===== config.mk =====
export PLATFORM = sky130hd
export DESIGN_NAME = hes_bank
export DESIGN_NICKNAME = d
export VERILOG_FILES = /design/src/hes_pkg.sv /design/src/hes_bank.sv /design/src/hes_throttle_bin.sv /design/src/hes_sticky_reg.sv
export SDC_FILE = /design/constraint.sdc
export NUM_CORES = 1
export LEC_CHECK = 0
export BUFFER_PORTS_ARGS = -buffer_cell sky130_fd_sc_hd__clkbuf_2
export CELL_PAD_IN_SITES_DETAIL_PLACEMENT = 0
export CELL_PAD_IN_SITES_GLOBAL_PLACEMENT = 2
export CORE_UTILIZATION = 25
export CTS_BUF_LIST = sky130_fd_sc_hd__clkbuf_8
export DETAILED_ROUTE_END_ITERATION = 8
export GPL_TIMING_DRIVEN = 0
export PLACE_DENSITY = 0.88
export SLEW_MARGIN = 30
export SYNTH_ARGS = -nofsm -noshare
export SYNTH_HDL_FRONTEND = slang
export SYNTH_SLANG_ARGS = --single-unit
export TNS_END_PERCENT = 10

===== constraint.sdc =====
create_clock -name clk_sys_i -period 2 [get_ports clk_sys_i]
set_input_delay 0.2 -clock clk_sys_i [delete_from_list [all_inputs] [get_ports clk_sys_i]]
set_output_delay 0.2 -clock clk_sys_i [all_outputs]
set_load 0.005 [all_outputs]

===== src/hes_pkg.sv =====
// package for the host error status bank: offsets, fields, sleep codes
package hes_pkg;

    localparam logic [7:0] HES_ADDR_VOLT_A   = 8'h49;
    localparam logic [7:0] HES_ADDR_VOLT_B   = 8'h4a;
    localparam logic [7:0] HES_ADDR_DIODE    = 8'h4b;
    localparam logic [7:0] HES_ADDR_THROTTLE = 8'h4c;
    localparam logic [7:0] HES_ADDR_INPUTS   = 8'h4e;
    localparam logic [7:0] HES_ADDR_FANS     = 8'h4f;

    localparam logic [7:0] HES_RESET_VALUE   = 8'h00;

    // implemented-bit masks; reserved bits read zero
    localparam logic [7:0] HES_MASK_VOLT_A   = 8'h47;
    localparam logic [7:0] HES_MASK_VOLT_B   = 8'hf1;
    localparam logic [7:0] HES_MASK_DIODE    = 8'hdb;
    localparam logic [7:0] HES_MASK_THROTTLE = 8'hff;
    localparam logic [7:0] HES_MASK_INPUTS   = 8'hff;
    localparam logic [7:0] HES_MASK_FANS     = 8'h0f;

    // throttle any, bin and full bits; these never feed the summary flag
    localparam logic [7:0] HES_THR_BIN_MASK  = 8'h7f;

    // throttle fraction is n/256; bin edges in counts
    localparam logic [8:0] HES_THR_12P5 = 9'h020;
    localparam logic [8:0] HES_THR_25   = 9'h040;
    localparam logic [8:0] HES_THR_50   = 9'h080;
    localparam logic [8:0] HES_THR_75   = 9'h0c0;
    localparam logic [8:0] HES_THR_FULL = 9'h100;

    localparam int HES_THR_ANY_BIT  = 0;
    localparam int HES_THR_FULL_BIT = 6;
    localparam int HES_THR_LIM_BIT  = 7;
    localparam int HES_NUM_REGS     = 6;

    typedef enum logic [1:0]
    {
        HES_SLEEP_S0  = 2'b00,
        HES_SLEEP_S1  = 2'b01,
        HES_SLEEP_S3  = 2'b10,
        HES_SLEEP_S45 = 2'b11
    } hes_sleep_e;

    // raw fault inputs grouped by register
    typedef struct packed
    {
        logic [3:0] chan_limit_fault;
        logic [3:0] further_limit_fault;
        logic       chan5_limit_fault;
        logic       diode1_secondary_fault;
        logic       diode2_secondary_fault;
        logic       diode1_primary_fault;
        logic       diode2_primary_fault;
        logic       fuse_monitor_input;
        logic       core_supply_mismatch;
        logic [3:0] fan_tach_fault;
    } hes_fault_s;

    // throttle interval result
    typedef struct packed
    {
        logic       done;
        logic [8:0] active_count;
        logic [8:0] user_limit;
    } hes_throttle_s;

    // per-register optional sleep masks (1 = suppress)
    typedef struct packed
    {
        logic [7:0] s1;
        logic [7:0] s3;
        logic [7:0] s45;
    } hes_sleep_mask_s;

endpackage


===== src/hes_bank.sv =====
// host error status bank: sticky fault registers and summary flag
`timescale 1ns/1ps
module hes_bank
    import hes_pkg::*;
(
    input  wire logic            clk_sys_i,
    input  wire logic            rstn_i,
    input  wire hes_fault_s      fault_i,
    input  wire hes_throttle_s   throttle_i,
    input  wire logic [7:0]      input_pin_level_i,
    input  wire logic [7:0]      input_error_mask_i,
    input  wire logic            vid_mode_older_i,
    input  wire hes_sleep_e      sleep_state_i,
    input  wire hes_sleep_mask_s sleep_mask_volt_b_i,
    input  wire hes_sleep_mask_s sleep_mask_diode_i,
    input  wire hes_sleep_mask_s sleep_mask_inputs_i,
    input  wire hes_sleep_mask_s sleep_mask_fans_i,
    input  wire logic            reg_wr_i,
    input  wire logic            reg_rd_i,
    input  wire logic [7:0]      reg_addr_i,
    input  wire logic [7:0]      reg_wdata_i,
    output logic [7:0]           reg_rdata_o,
    output logic                 reg_hit_o,
    output logic                 host_error_o
);

    logic [7:0] raw [HES_NUM_REGS];
    logic [7:0] fixed_s3 [HES_NUM_REGS];
    logic [7:0] opt_s1 [HES_NUM_REGS];
    logic [7:0] opt_s3 [HES_NUM_REGS];
    logic [7:0] opt_s45 [HES_NUM_REGS];
    logic [7:0] set_v [HES_NUM_REGS];
    logic [7:0] clr_v [HES_NUM_REGS];
    logic [7:0] val [HES_NUM_REGS];
    logic [7:0] thr_events;
    logic [7:0] next_rdata;
    logic       next_hit;

    localparam logic [7:0] ADDRS [HES_NUM_REGS] = '{HES_ADDR_VOLT_A,
        HES_ADDR_VOLT_B, HES_ADDR_DIODE, HES_ADDR_THROTTLE,
        HES_ADDR_INPUTS, HES_ADDR_FANS};
    localparam logic [7:0] MASKS [HES_NUM_REGS] = '{HES_MASK_VOLT_A,
        HES_MASK_VOLT_B, HES_MASK_DIODE, HES_MASK_THROTTLE,
        HES_MASK_INPUTS, HES_MASK_FANS};

    // sleep listing: fixed bits drop in S3 and S4/5, optional bits
    // only when the host mask asks for it, except fan bits, always dropped in S4/5
    localparam logic [7:0] FIXED_VOLT_B = 8'h41;
    localparam logic [7:0] FIXED_DIODE  = 8'h18;
    localparam logic [7:0] OPT_VOLT_B   = 8'h30;
    localparam logic [7:0] OPT_DIODE    = 8'hc3;

    // address decode, used for both read and write
    function automatic int addr_index(input logic [7:0] a);
        int idx;
        idx = -1;
        for (int k = 0; k < HES_NUM_REGS; k++)
            if (a == ADDRS[k])
                idx = k;
        return idx;
    endfunction

    hes_throttle_bin u_thr
    (
        .thr_i    (throttle_i),
        .events_o (thr_events)
    );

    // raw condition per bit
    always_comb
    begin
        raw[0] = {1'b0, fault_i.chan_limit_fault[3], 3'b000,
                  fault_i.chan_limit_fault[2:0]};
        raw[1] = {fault_i.further_limit_fault, 3'b000,
                  fault_i.chan5_limit_fault};
        raw[2] = {fault_i.diode2_primary_fault,
                  fault_i.diode1_primary_fault, 1'b0,
                  fault_i.core_supply_mismatch,
                  fault_i.fuse_monitor_input & vid_mode_older_i,
                  1'b0, fault_i.diode2_secondary_fault,
                  fault_i.diode1_secondary_fault};
        raw[3] = thr_events;
        raw[4] = ~input_pin_level_i & ~input_error_mask_i;
        raw[5] = {4'h0, fault_i.fan_tach_fault};
    end

    // sleep suppression: fixed sources in S3 and S4/5 per listing,
    // optional sources by mask (fans always in S4/5); unlisted (volt B bit 7) never suppressed
    always_comb
    begin
        fixed_s3[0] = HES_MASK_VOLT_A;
        fixed_s3[1] = FIXED_VOLT_B;
        fixed_s3[2] = FIXED_DIODE;
        fixed_s3[3] = HES_MASK_THROTTLE;
        fixed_s3[4] = 8'h00;
        fixed_s3[5] = 8'h00;
        for (int k = 0; k < HES_NUM_REGS; k++)
        begin
            opt_s1[k]  = 8'h00;
            opt_s3[k]  = 8'h00;
            opt_s45[k] = 8'h00;
        end
        opt_s3[1]  = sleep_mask_volt_b_i.s3 & OPT_VOLT_B;
        opt_s45[1] = sleep_mask_volt_b_i.s45 & OPT_VOLT_B;
        opt_s3[2]  = sleep_mask_diode_i.s3 & OPT_DIODE;
        opt_s45[2] = sleep_mask_diode_i.s45 & OPT_DIODE;
        opt_s1[4]  = sleep_mask_inputs_i.s1;
        opt_s3[4]  = sleep_mask_inputs_i.s3;
        opt_s45[4] = sleep_mask_inputs_i.s45;
        opt_s1[5]  = sleep_mask_fans_i.s1 & HES_MASK_FANS;
        opt_s3[5]  = sleep_mask_fans_i.s3 & HES_MASK_FANS;
        opt_s45[5] = HES_MASK_FANS;
    end

    always_comb
    begin
        for (int k = 0; k < HES_NUM_REGS; k++)
        begin
            unique case (sleep_state_i)
                HES_SLEEP_S0:  set_v[k] = raw[k];
                HES_SLEEP_S1:  set_v[k] = raw[k] & ~opt_s1[k];
                HES_SLEEP_S3:  set_v[k] = raw[k] & ~(fixed_s3[k] | opt_s3[k]);
                HES_SLEEP_S45: set_v[k] = raw[k] &
                                          ~(fixed_s3[k] | opt_s45[k]);
            endcase
            clr_v[k] = (reg_wr_i && addr_index(reg_addr_i) == k)
                       ? reg_wdata_i : 8'h00;
        end
    end

    genvar g;
    generate
        for (g = 0; g < HES_NUM_REGS; g++)
        begin : g_reg
            hes_sticky_reg #(.IMPL_MASK(MASKS[g])) u_reg
            (
                .clk_sys_i (clk_sys_i),
                .rstn_i    (rstn_i),
                .set_i     (set_v[g]),
                .clr_i     (clr_v[g]),
                .value_o   (val[g])
            );
        end
    endgenerate

    // summary flag: throttle bins excluded
    always_comb
    begin
        host_error_o = 1'b0;
        for (int k = 0; k < HES_NUM_REGS; k++)
            host_error_o = host_error_o |
                ((k == 3) ? |(val[k] & ~HES_THR_BIN_MASK) : |val[k]);
    end

    always_comb
    begin
        next_rdata = 8'h00;
        next_hit   = 1'b0;
        for (int k = 0; k < HES_NUM_REGS; k++)
            if (addr_index(reg_addr_i) == k)
            begin
                next_rdata = val[k];
                next_hit   = 1'b1;
            end
    end

    always_ff @(posedge clk_sys_i or negedge rstn_i)
    begin
        if (!rstn_i)
        begin
            reg_rdata_o <= HES_RESET_VALUE;
            reg_hit_o   <= 1'b0;
        end
        else if (reg_rd_i)
        begin
            reg_rdata_o <= next_rdata;
            reg_hit_o   <= next_hit;
        end
    end

    // the clear seen by the register at an edge is the one sampled there,
    // so hold checks pair the past value with the past clear
    AST_STICKY_HOLD: assert property (
        @(posedge clk_sys_i) disable iff (!rstn_i)
        $past(val[0][0]) && !$past(clr_v[0][0]) |-> val[0][0])
        else $error("volt bit cleared without write");

    AST_SET_WINS: assert property (
        @(posedge clk_sys_i) disable iff (!rstn_i)
        set_v[2][4] |=> val[2][4])
        else $error("mismatch fault not captured");

    AST_RSVD_ZERO: assert property (
        @(posedge clk_sys_i) disable iff (!rstn_i)
        (val[0] & ~HES_MASK_VOLT_A) == 8'h00 && val[5][7:4] == 4'h0)
        else $error("reserved bit set");

    AST_ONE_BIN: assert property (
        @(posedge clk_sys_i) disable iff (!rstn_i)
        throttle_i.done && throttle_i.active_count < HES_THR_FULL
        |-> $onehot(thr_events[5:1]))
        else $error("throttle bin not one-hot");

    AST_BIN_NO_SUM: assert property (
        @(posedge clk_sys_i) disable iff (!rstn_i)
        val[0] == 8'h00 && val[1] == 8'h00 && val[2] == 8'h00
        && val[4] == 8'h00 && val[5] == 8'h00 && !val[3][7]
        |-> !host_error_o)
        else $error("bins raised summary");

    AST_SUM_ON: assert property (
        @(posedge clk_sys_i) disable iff (!rstn_i)
        |val[4] |-> host_error_o)
        else $error("summary missing");

    AST_FUSE_MODE: assert property (
        @(posedge clk_sys_i) disable iff (!rstn_i)
        !vid_mode_older_i |-> !set_v[2][3])
        else $error("fuse set outside older mode");

    AST_INPUT_MASK: assert property (
        @(posedge clk_sys_i) disable iff (!rstn_i)
        sleep_state_i == HES_SLEEP_S0 && !input_pin_level_i[0]
        && !input_error_mask_i[0] |=> val[4][0])
        else $error("low input not captured");

    AST_S3_SUPPRESS: assert property (
        @(posedge clk_sys_i) disable iff (!rstn_i)
        sleep_state_i == HES_SLEEP_S3 |-> set_v[0] == 8'h00)
        else $error("voltage fault not suppressed in S3");

    AST_VOLT_A_SET: assert property (
        @(posedge clk_sys_i) disable iff (!rstn_i)
        sleep_state_i == HES_SLEEP_S0 && fault_i.chan_limit_fault[0]
        |=> val[0][0])
        else $error("channel one fault not captured");

    AST_CH4_SET: assert property (
        @(posedge clk_sys_i) disable iff (!rstn_i)
        sleep_state_i == HES_SLEEP_S0 && fault_i.chan_limit_fault[3]
        |=> val[0][6])
        else $error("channel four fault not captured");

    AST_CH5_SET: assert property (
        @(posedge clk_sys_i) disable iff (!rstn_i)
        sleep_state_i == HES_SLEEP_S0 && fault_i.chan5_limit_fault
        |=> val[1][0])
        else $error("channel five fault not captured");

    // the last further channel is never sleep-masked
    AST_FURTHER_SET: assert property (
        @(posedge clk_sys_i) disable iff (!rstn_i)
        fault_i.further_limit_fault[3] |=> val[1][7])
        else $error("further channel fault not captured");

    AST_DIODE_SEC: assert property (
        @(posedge clk_sys_i) disable iff (!rstn_i)
        sleep_state_i == HES_SLEEP_S0 && fault_i.diode2_secondary_fault
        |=> val[2][1])
        else $error("secondary diode fault not captured");

    AST_DIODE_PRI: assert property (
        @(posedge clk_sys_i) disable iff (!rstn_i)
        sleep_state_i == HES_SLEEP_S0 && fault_i.diode1_primary_fault
        |=> val[2][6])
        else $error("primary diode fault not captured");

    AST_FUSE_SET: assert property (
        @(posedge clk_sys_i) disable iff (!rstn_i)
        sleep_state_i == HES_SLEEP_S0 && vid_mode_older_i
        && fault_i.fuse_monitor_input |=> val[2][3])
        else $error("fuse fault not captured");

    AST_CORE_SET: assert property (
        @(posedge clk_sys_i) disable iff (!rstn_i)
        sleep_state_i == HES_SLEEP_S0 && fault_i.core_supply_mismatch
        |=> val[2][4])
        else $error("core mismatch not captured");

    AST_ANY_THR: assert property (
        @(posedge clk_sys_i) disable iff (!rstn_i)
        throttle_i.done && throttle_i.active_count != 9'h000
        |-> thr_events[HES_THR_ANY_BIT])
        else $error("throttle event bit missing");

    AST_FULL_THR: assert property (
        @(posedge clk_sys_i) disable iff (!rstn_i)
        throttle_i.done && throttle_i.active_count == HES_THR_FULL
        |-> thr_events[HES_THR_FULL_BIT])
        else $error("full throttle bit missing");

    AST_LIM_THR: assert property (
        @(posedge clk_sys_i) disable iff (!rstn_i)
        throttle_i.done && throttle_i.active_count > throttle_i.user_limit
        |-> thr_events[HES_THR_LIM_BIT])
        else $error("throttle limit bit missing");

    AST_LIM_SUM: assert property (
        @(posedge clk_sys_i) disable iff (!rstn_i)
        val[3][HES_THR_LIM_BIT] |-> host_error_o)
        else $error("throttle limit missing from summary");

    AST_INPUT_SUPPRESS: assert property (
        @(posedge clk_sys_i) disable iff (!rstn_i)
        input_error_mask_i[7] |-> !set_v[4][7])
        else $error("masked input still sets");

    AST_FAN_SET: assert property (
        @(posedge clk_sys_i) disable iff (!rstn_i)
        sleep_state_i == HES_SLEEP_S0 && fault_i.fan_tach_fault[0]
        |=> val[5][0])
        else $error("fan fault not captured");

    AST_FAN_RSVD_READ: assert property (
        @(posedge clk_sys_i) disable iff (!rstn_i)
        reg_rd_i && reg_addr_i == HES_ADDR_FANS
        |=> reg_rdata_o[7:4] == 4'h0)
        else $error("fan reserved bits read nonzero");

    AST_CLEAR_TAKES: assert property (
        @(posedge clk_sys_i) disable iff (!rstn_i)
        $past(clr_v[1][0]) && !$past(set_v[1][0]) |-> !val[1][0])
        else $error("clear of idle fault ignored");

    AST_CLEAR_BLOCKED: assert property (
        @(posedge clk_sys_i) disable iff (!rstn_i)
        set_v[4][0] |=> val[4][0])
        else $error("clear won over active fault");

    AST_S1_KEEP: assert property (
        @(posedge clk_sys_i) disable iff (!rstn_i)
        sleep_state_i == HES_SLEEP_S1 |-> set_v[0] == raw[0])
        else $error("voltage fault masked in S1");

    AST_FAN_S45: assert property (
        @(posedge clk_sys_i) disable iff (!rstn_i)
        sleep_state_i == HES_SLEEP_S45 |-> set_v[5] == 8'h00)
        else $error("fan fault not suppressed in S4/5");

    AST_RSVD_VOLT_B: assert property (
        @(posedge clk_sys_i) disable iff (!rstn_i)
        (val[1] & ~HES_MASK_VOLT_B) == 8'h00)
        else $error("reserved channel bit set");

    AST_RSVD_DIODE: assert property (
        @(posedge clk_sys_i) disable iff (!rstn_i)
        (val[2] & ~HES_MASK_DIODE) == 8'h00)
        else $error("reserved diode bit set");

endmodule


===== src/hes_throttle_bin.sv =====
// throttle interval classifier: builds the event byte for one interval
`timescale 1ns/1ps
module hes_throttle_bin
    import hes_pkg::*;
(
    input  wire hes_throttle_s thr_i,
    output logic [7:0]         events_o
);

    always_comb
    begin
        events_o = 8'h00;
        if (thr_i.done)
        begin
            events_o[HES_THR_ANY_BIT] = (thr_i.active_count != 9'h000);
            // half-open ranges, exactly one bin below full scale
            if (thr_i.active_count < HES_THR_12P5)
                events_o[1] = 1'b1;
            else if (thr_i.active_count < HES_THR_25)
                events_o[2] = 1'b1;
            else if (thr_i.active_count < HES_THR_50)
                events_o[3] = 1'b1;
            else if (thr_i.active_count < HES_THR_75)
                events_o[4] = 1'b1;
            else if (thr_i.active_count < HES_THR_FULL)
                events_o[5] = 1'b1;
            events_o[HES_THR_FULL_BIT] =
                (thr_i.active_count >= HES_THR_FULL);
            events_o[HES_THR_LIM_BIT] =
                (thr_i.active_count > thr_i.user_limit);
        end
    end

endmodule


===== src/hes_sticky_reg.sv =====
// one 8-bit sticky write-one-to-clear status register
`timescale 1ns/1ps
module hes_sticky_reg
    import hes_pkg::*;
#(
    parameter logic [7:0] IMPL_MASK = 8'hff
)
(
    input  wire logic       clk_sys_i,
    input  wire logic       rstn_i,
    input  wire logic [7:0] set_i,
    input  wire logic [7:0] clr_i,
    output logic [7:0]      value_o
);

    // set beats clear, so a still-present fault survives the clear
    always_ff @(posedge clk_sys_i or negedge rstn_i)
    begin
        if (!rstn_i)
            value_o <= HES_RESET_VALUE;
        else
            value_o <= ((value_o & ~clr_i) | set_i) & IMPL_MASK;
    end

endmodule


== After elaboration in Yosys (flattened, before gate mapping) ==
Index checks and enable logic that the tools add are counted.
Storage, ports and cells
  register bits after elaboration: 44
  input bits: 173
Cells by class
  bitwise gates (word level): 45
  $lt $le $gt $ge: 7
  reduce and logical (&&, ||, !) cells: 16
  mux-type cells: 40
  equal/unequal tests: 14
Operator list (number)
  32-bit two-way mux: 6
  8-bit bitwise AND: 12
  8-bit inverter: 11
  8-bit two-way mux: 10
  32-bit by 3-bit == test with 1-bit output, second input constant: 2
  32-bit by 4-bit == test with 1-bit output, second input constant: 2
  8-bit by 7-bit == test with 1-bit output, second input constant: 6
  8-bit one-hot mux with 3 select lines: 2
  32-bit by 2-bit == test with 1-bit output, second input constant: 1
  32-bit logical NOT: 1
  8-bit OR: 4
  8-bit one-hot mux with 4 select lines: 1
  9-bit by 8-bit < comparator with 1-bit output, second input constant: 2
  7-bit inverter with 8-bit output: 2
  4-bit one-hot mux with 4 select lines: 1
  8-bit one-hot mux with 2 select lines: 1
  7-bit two-way mux: 2
  7-bit one-hot mux with 2 select lines: 1
  4-bit bitwise AND: 3
  1-bit two-way mux: 12
  4-bit inverter: 3
  9-bit greater-or-equal comparator, second input constant: 1
  9-bit greater-than comparator: 1
  9-bit by 6-bit < comparator with 1-bit output, second input constant: 1
  21 further kinds: 34

== Logic depth before layout (Yosys ltp) ==
Gate-level depths: netlist (run 1).
  word-level depth: 14
  gate-level depth with buffers: 8
  mapped depth without buffers: 6

== Modules after synthesis ==
From an unflattened synthesis (run 1), not the netlist that was laid out.
Unflattened totals
  cell total of the unflattened synthesis: 431
  area, all modules: 3500.9 µm²
Modules (own cells, without submodules)
  hes_bank: sequential area each 225.2 µm², instances 1, cells an instance 263, area an instance 1803.0 µm²
  hes_sticky_reg (g_reg[3].u_reg ...): sequential area each 200.2 µm², instances 2, cells an instance 24, area an instance 290.3 µm²
  hes_sticky_reg (g_reg[0].u_reg ...): sequential area each 100.1 µm², instances 2, cells an instance 17, area an instance 178.9 µm²
  hes_throttle_bin: sequential area each 0.0 µm², instances 1, cells an instance 46, area an instance 315.3 µm²
  hes_sticky_reg (g_reg[2].u_reg): sequential area each 150.1 µm², instances 1, cells an instance 21, area an instance 236.5 µm²
  hes_sticky_reg (g_reg[1].u_reg): sequential area each 125.1 µm², instances 1, cells an instance 19, area an instance 207.7 µm²

== Worst setup path before layout (run 1) ==
OpenSTA, ideal clock, no wires.
  path type: in2reg
  start: input port sleep_state_i[0]
  end: register g_reg[2].u_reg.value_o[1]
  setup slack: 0.463 ns
  setup time: 0.119 ns
  arrival: 1.418 ns
  stages: 8
  cells stage by stage: inv_1 -> ha_1 -> clkbuf_1 -> inv_1 -> clkbuf_1 -> o22ai_1 -> o21ai_0 -> a21bo_1
On the way
  longest elaborated chain between the ends: 4
  elaborated cells on any way between the ends: 7
  those cells by class: eq/ne: 3; mux: 1; bitwise: 1; reduce/logical: 2
RTL lines
  from (decl): RTL line hes_bank.sv:13  | input wire hes_sleep_e sleep_state_i,
  2-bit by 1-bit == test with 1-bit output / 2-bit logical NOT (equally long branches): RTL line hes_bank.sv:119  | unique case (sleep_state_i)
  2-bit OR reduction (no line)
  8-bit one-hot mux with 3 select lines *: RTL line hes_bank.sv:119
  8-bit OR *: RTL line hes_sticky_reg.sv:22  | value_o <= ((value_o & ~clr_i) | set_i) & IMPL_MASK;
  to (signal assigned): RTL line hes_sticky_reg.sv:22
  to (decl): RTL line hes_sticky_reg.sv:13  | output logic [7:0] value_o
Mark *: on every way between the ends. The rest lies on a longest branch, timed or not.
A chain may end at the register's enable or synchronous reset.

== Worst setup path after layout (run 1) ==
  start: input port sleep_state_i[0]
  end: register g_reg[2].u_reg.value_o[6]
The elaborated chain is that of the path after synthesis.

==> metrics, run 1 <==
initial antenna violation count 0; Finish-stage setup viols 0; CP max FO 10; Post-Route WL 10,000 um; area of the multi-input gates 0.00159 mm^2; Clock Power Share 0.300; initial drt markers 136; Synth Net Count ~500; Post-CTS Setup Inserts 0; Vert. Die Dim 109 um; n_diodes 0; Hold Buf Count CTS 1; R2R cell count 4; outcome finished clean; unrepaired setup endpoints after global routing no; Post-DP HPWL between 8000 and 9000 um; core area 0.0110 mm^2; Flop pwr share 0.480; register area roughly 0.0011 mm^2; Residual DRC 0; die width 109 um; max-cap violations 0; Avg Vias per Cell around 5.1; Worst Setup Start Kind input port; Clk pin slew, worst setup/hold paths 0.08 ns; row count 38; crit path DAT 1.94 ns; Synth Instances 317; Pint ~1.4 mW; R2R Setup Slk 0.66 ns; Post-synth EDFFs 0; Die Area 0.0119 mm^2; final non-filler cell total between 500 and 600; worst path required time 2.19 ns; DP Cell Count 585; Peak supply drop ~0.29 mV; Comb pwr share 0.220; Rel. slew slack 0.563; largest net degree at the start of global routing 45; CTS tree done; sw frac 0.287; Total GRT Usage 0.177; Final ANT Viol Nets 0; synthesized cell area 0.00287 mm^2; DP Area 0.00369 mm^2; DR vias around 3,000; final hold viol count 0; Hold WC Path Type in -> reg; fill count 1,160; num ports 183; final core occ 0.344; pwr dens 515 mW/mm^2; commonest cells after routing, fill and taps aside clkbuf_2, dfrtp_1, inv_1, nand2_1, nor2_1; Starting Density 0.260; Post-synth top flop dfrtp_1; fin crit share 0.876; routed len/inst 16.9 um; Buffers on Ports 128; R2R Path End reg_rdata_o[0]; Worst Tran Pin Value 0.652 ns; drt first pass iters 4; LEAKAGE ~1.8 nW; Layout Cell Area excl Fill 0.00379 mm^2; layout cell share with drive strength beyond 1 0.341; Worst-Skew Late Latency 0.30 ns; vias in the first global route around 3,000; NetSw 561 uW; synth-to-layout area growth 32.1%; crit path capture type flop; Max clock buf depth 2; most common cell after layout, fill and taps aside clkbuf_2; reg2reg start g_reg[0].u_reg.value_o[0]; Syn Area/Cell 9.05 um^2; crit path launch sleep_state_i[0]; Seq/Total Area, Yosys 0.384; Yosys warning count 0; clock buffer count from CTS 5; layout net count 638; Resize count post-CTS 0; FFs w/ async S/R, synth 1.00; Period minus WS final 1.75 ns; clock sink count 44; register bit total from synthesis 44; Clock H-tree levels 2; Max Transition Viols Final 0; Setup Skew 0.00727 ns; clk root buf clkbuf_8; Congestion Overflow GR 0; synth unique cells 50; critical path class in -> reg; first-pass GRT wire length between 15,000 and 20,000 um; Final GP Congestion around 0.86; CP endpoint g_reg[2].u_reg.value_o[6]; FMAX ~570 MHz
[registers in the layout, summed over array words and instances, names as in the netlist]
signal           cells
g.u_reg.value_o     35
reg_rdata_o          8
reg_hit_o            1
[cell type report]
| cell class | instances | area share |
|---|---|---|
| timing repair buffer | 129 | 0.172 |
| clock inverter | 2 | 0.00264 |
| buffer | 14 | 0.0145 |
| clock buffer | 6 | 0.0218 |
| sequential | 44 | 0.290 |
| tap | 140 | 0.0462 |
| inverter | 34 | 0.0337 |
| multi-input combinational | 225 | 0.418 |
[synthesized netlist by cell type, types with 2 or more instances]
cell	count	area, um^2
dfrtp_1	44	1100
inv_1	34	128
nand2_1	25	93.8
nor2_1	20	75.1
o22ai_1	17	106
a22o_1	15	131
o21ai_0	15	75.1
ha_1	12	150
nor3_1	10	50.1
o31ai_1	10	75.1
clkbuf_1	9	33.8
mux2_2	9	101
nand4_1	9	56.3
nand3_1	8	40.0
nor4_1	8	50.1
a21o_1	7	52.6
mux2i_1	7	70.1
a32o_1	5	50.1
a21bo_1	4	40.0
a21oi_1	4	20.0
a221oi_1	3	26.3
a22oi_1	3	22.5
buf_1	3	11.3
nand2b_1	3	18.8
nor2b_1	3	18.8
a211oi_1	2	15.0
a31oi_1	2	12.5
and4_1	2	17.5
buf_2	2	10.0
or2_2	2	12.5
[worst min-delay path by stage]
stage,slack (ns),cells after the start,from,to
after floorplan,-0.1,0,rstn_i,g_reg[0].u_reg.value_o[0]
after global placement,0.38,2,fault_i[14],g_reg[1].u_reg.value_o[7]
after detailed placement,0.29,1,rstn_i,reg_hit_o
after CTS,0.07,2,input_pin_level_i[4],g_reg[4].u_reg.value_o[4]
after global routing,0.06,2,input_pin_level_i[4],g_reg[4].u_reg.value_o[4]
final,0.07,2,input_pin_level_i[4],g_reg[4].u_reg.value_o[4]
[layer usage]
metal  vias to the layer above  share of wire  GRT usage  wire [um]
met5                         -              0          0          0
met4                         0         0.0074     0.0357         74
met3                         6          0.077     0.0329        771
met2                       120           0.46      0.284       4670
met1                      1427           0.45      0.245       4520
li1                       1458              -          -          -
[cells by family (layout without fill, tap and decap cells)]
family	Yosys count	in the layout	share of synthesized area
buffers and inverters	48	185	0.0636
adder cells (fa/ha/maj)	12	12	0.0523
flip-flops	44	44	0.384
AND/OR/NAND/NOR	102	102	0.197
multiplexers	16	16	0.0597
AO/OA/AOI/OAI	95	95	0.243
[worst max-delay path, stage by stage]
cell	delay, ns
clkbuf_2	0.09
inv_1	0.05
ha_1	0.18
clkbuf_1	0.25
inv_1	0.21
clkbuf_1	0.36
o22ai_1	0.12
o21ai_0	0.25
a21bo_1	0.23
[per-stage QoR]
step | TNS [ns] | hold slack [ns] | total power, mW | worst slack, ns
floorplan | 0 | -0.0956 | 1.15 | 0.463
global placement | -0.264 | 0.383 | 1.38 | -0.0723
detailed placement | -0.371 | 0.288 | 1.39 | -0.0867
CTS | 0 | 0.0695 | 1.97 | 0.227
global route | 0 | 0.0648 | 2.06 | 0.0561
finish | 0 | 0.0734 | 1.95 | 0.248
[power by group through the flow]
stage / sequential [mW] / clock [mW] / combinational, mW
after CTS: 0.936 / 0.599 / 0.434
after floorplan: 0.947 / 0 / 0.208
after detailed placement: 0.954 / 0 / 0.431
after global placement: 0.955 / 0 / 0.423
after global routing: 0.940 / 0.637 / 0.483
final: 0.937 / 0.585 / 0.430
Power figures use the tool's default switching activity.
==> run 2: changes to the inputs <==
--- a/config.mk
+++ b/config.mk
@@ -12,9 +12,10 @@
 export CTS_BUF_LIST = sky130_fd_sc_hd__clkbuf_8
 export DETAILED_ROUTE_END_ITERATION = 8
 export GPL_TIMING_DRIVEN = 0
-export PLACE_DENSITY = 0.88
+export PLACE_DENSITY = 0.84
 export SLEW_MARGIN = 30
 export SYNTH_ARGS = -nofsm -noshare
 export SYNTH_HDL_FRONTEND = slang
+export SYNTH_HIERARCHICAL = 1
 export SYNTH_SLANG_ARGS = --single-unit
 export TNS_END_PERCENT = 10
==> constraint.sdc (replaced) <==
create_clock -name clk_sys_i -period 1.96 [get_ports clk_sys_i]
set_input_delay 0.196 -clock clk_sys_i [delete_from_list [all_inputs] [get_ports clk_sys_i]]
set_output_delay 0.196 -clock clk_sys_i [all_outputs]
set_load 0.005 [all_outputs]
==> run 2 against run 1 <==
Against the previous run: sequential power is 3.1% higher; critical path depth is 1 lower; flip-flop and latch count stayed put; total power is 13% higher; area after synthesis is 19% higher; hold slack better by 0.014 ns; clock-buffer cell count stayed put; via count is 12% higher; setup slack worse by 0.14 ns; critical path type unchanged.
==> metrics, run 2 <==
Peak supply drop 0.282 mV (-3.4%); Congestion Overflow GR 0 (unchanged); R2R cell count 4 (unchanged); NetSw 609 uW (+8.7%); clock sink count 44 (unchanged); Buffers on Ports 128 (unchanged); n_diodes 0 (unchanged); crit path capture type flop; Flop pwr share 0.438 (-0.042); drt first pass iters 4 (unchanged); Hold EP g_reg[1].u_reg/value_o[7]; Worst-Skew Late Latency 0.30 ns (about the same); Worst Tran Pin Value 0.637 ns (-0.0156 ns); Hold WS 0.0874 ns (+0.0140 ns); initial drt markers 156 (+15%); first-pass GRT wire length 17,800 um (+12%); R2R Setup Slk 0.76 ns (+0.10 ns); crit path DAT 2.05 ns (+0.11 ns); Critical Path Slowest Stage Cell or4b_1; R2R Path End reg_rdata_o[4]; unrepaired setup endpoints after global routing yes; crit path buf inv count 4 (-1); layout cell share with drive strength beyond 1 0.291 (-0.0501); Final ANT Viol Nets 0 (unchanged); row count 42 (+11%); Hold Startpoint fault_i[14]; Post-CTS Setup Inserts 0 (unchanged); Largest register FFs 35 (unchanged); Max Transition Viols Final 0 (unchanged); biggest regs g.u_reg/value_o x35, reg_rdata_o x8, reg_hit_o x1; core area 0.0133 mm^2 (+21%); clock buffer count from CTS 5 (unchanged); Post-DP HPWL 9200 um (+10%); largest register by flop count g.u_reg/value_o; layout net count 747 (+17%); synthesized cell area 0.00342 mm^2 (+19%); Yosys warning count 6 (+6); crit path launch reg_addr_i[7]; Starting Density 0.257 (-0.00329); synth-to-layout area growth 31.1%; max-cap violations 0 (unchanged); critical path class in -> reg; Synth Instances 417 (+32%); Finish-stage setup viols 0 (unchanged); total chip power 2.20 mW (+13%); vias in the first global route 3,386 (+11%); CTS tree done; Residual DRC 0 (unchanged); Setup Skew 0.00762 ns (+0.000348 ns); Max clock buf depth 2 (unchanged); commonest cells after routing, fill and taps aside clkbuf_2, inv_1, and2_1, dfrtp_1, a21o_1; initial antenna violation count 0 (unchanged); Hold WC Path Type in -> reg; Pint 1.60 mW (+15%); CP top delay family simple AND/OR/NAND/NOR gates; sw frac 0.276 (-0.0108); WHS Path Cells 2 (unchanged); Rel. slew slack 0.575 (+0.0120); Post-Route WL 11,100 um (+10%); critical path's largest stage delay 0.52 ns (+0.16 ns); DR vias 3,368 (+12%); Comb pwr share 0.222 (+0.002); most frequent CP cell clkbuf_1; most common cell after layout, fill and taps aside clkbuf_2; Clk pin slew, worst setup/hold paths 0.09 ns (about the same); routed len/inst 15.0 um (-11%); LEAKAGE 2.01 nW (+13%); die width 119 um (+8.9%); fin crit share 0.947; num ports 183 (unchanged); CP max FO 6 (-4); fill count 1,426 (+23%); FMAX 539 MHz; Die Area 0.0141 mm^2 (+19%); pwr dens 492 mW/mm^2 (-4.4%); Worst Setup Start Kind input port; worst path required time 2.15 ns (-0.04 ns); clk root buf clkbuf_8; Final GP Congestion 0.852 (-1.3%); Clock Power Share 0.340 (+0.040); largest net degree at the start of global routing 45 (unchanged); Period minus WS final 1.86 ns; Vert. Die Dim 119 um (+8.9%); Critical Path, Cell by Cell clkbuf_2 -> or4b_1 -> clkbuf_1 -> nor4_2 -> clkbuf_1 -> and3_1 -> inv_1 -> a21o_1; Avg Vias per Cell 4.56 (-10%); Total GRT Usage 0.161 (-0.0160); reg2reg start g_reg[4].u_reg/value_o[4]; final hold viol count 0 (unchanged); outcome finished clean; Clock H-tree levels 2 (unchanged); Syn Area/Cell 8.19 um^2 (-9.5%)
[run 2: per-stage QoR]
| stage | TNS [ns] | cell area, um^2 | util | std cells | setup slack, ns |
|---|---|---|---|---|---|
| 2_1_floorplan | 0 | 3450 | - | 426 | 0.110 |
| 3_3_place_gp | -9.35 | 4310 | 0.324 | 730 | -0.401 |
| 3_5_place_dp | -9.67 | 4310 | 0.324 | 730 | -0.424 |
| 4_1_cts | 0 | 4450 | 0.335 | 739 | 0.00223 |
| 5_1_grt | -0.0403 | 4480 | 0.337 | 739 | -0.0403 |
| 6_report | 0 | 4480 | 0.337 | 739 | 0.104 |
[run 2: power groups by stage]
stage / clock, mW / combinational (mW) / sequential, mW
after CTS: 0.766 / 0.489 / 0.966
after floorplan: 0 / 0.255 / 0.975
after detailed placement: 0 / 0.485 / 0.985
after global routing: 0.802 / 0.547 / 0.972
final: 0.749 / 0.490 / 0.966
after global placement: 0 / 0.476 / 0.985
[run 2: timing repair]
item | CTS | global route
resized for setup | 1 | 5
endpoints found under the setup margin | 8 | 14
hold endpoints to repair | 44 | 0
hold buffers | 1 | 0
[run 2: worst max-delay path by stage]
stage                                endpoint  slack, ns  cells after the start
global placement    g_reg[4].u_reg/value_o[0]      -0.40                      7
floorplan           g_reg[0].u_reg/value_o[1]       0.11                      8
finish              g_reg[5].u_reg/value_o[2]       0.10                      8
CTS                 g_reg[5].u_reg/value_o[0]      0.002                      8
global route                     host_error_o      -0.04                      5
detailed placement  g_reg[4].u_reg/value_o[4]      -0.42                      7
[run 2: final cells by class]
class,count,area [um^2],area share
plain buffers,31,174,0.0388
flip-flops and latches,44,1100,0.246
repair buffers,129,653,0.146
multi-input cells,296,2000,0.447
clock inverters,2,38.8,0.00866
clock buffers,6,82.6,0.0184
well taps,176,220,0.0492
inverters,55,206,0.0461
[run 2: layer usage]
| layer | wire length [um] | up-vias | GRT usage |
|---|---|---|---|
| li1 | - | 1724 | - |
| met1 | 5190 | 1510 | 0.216 |
| met2 | 5170 | 123 | 0.269 |
| met3 | 624 | 11 | 0.0307 |
| met4 | 95 | 0 | 0.0301 |
| met5 | 0 | - | 0 |
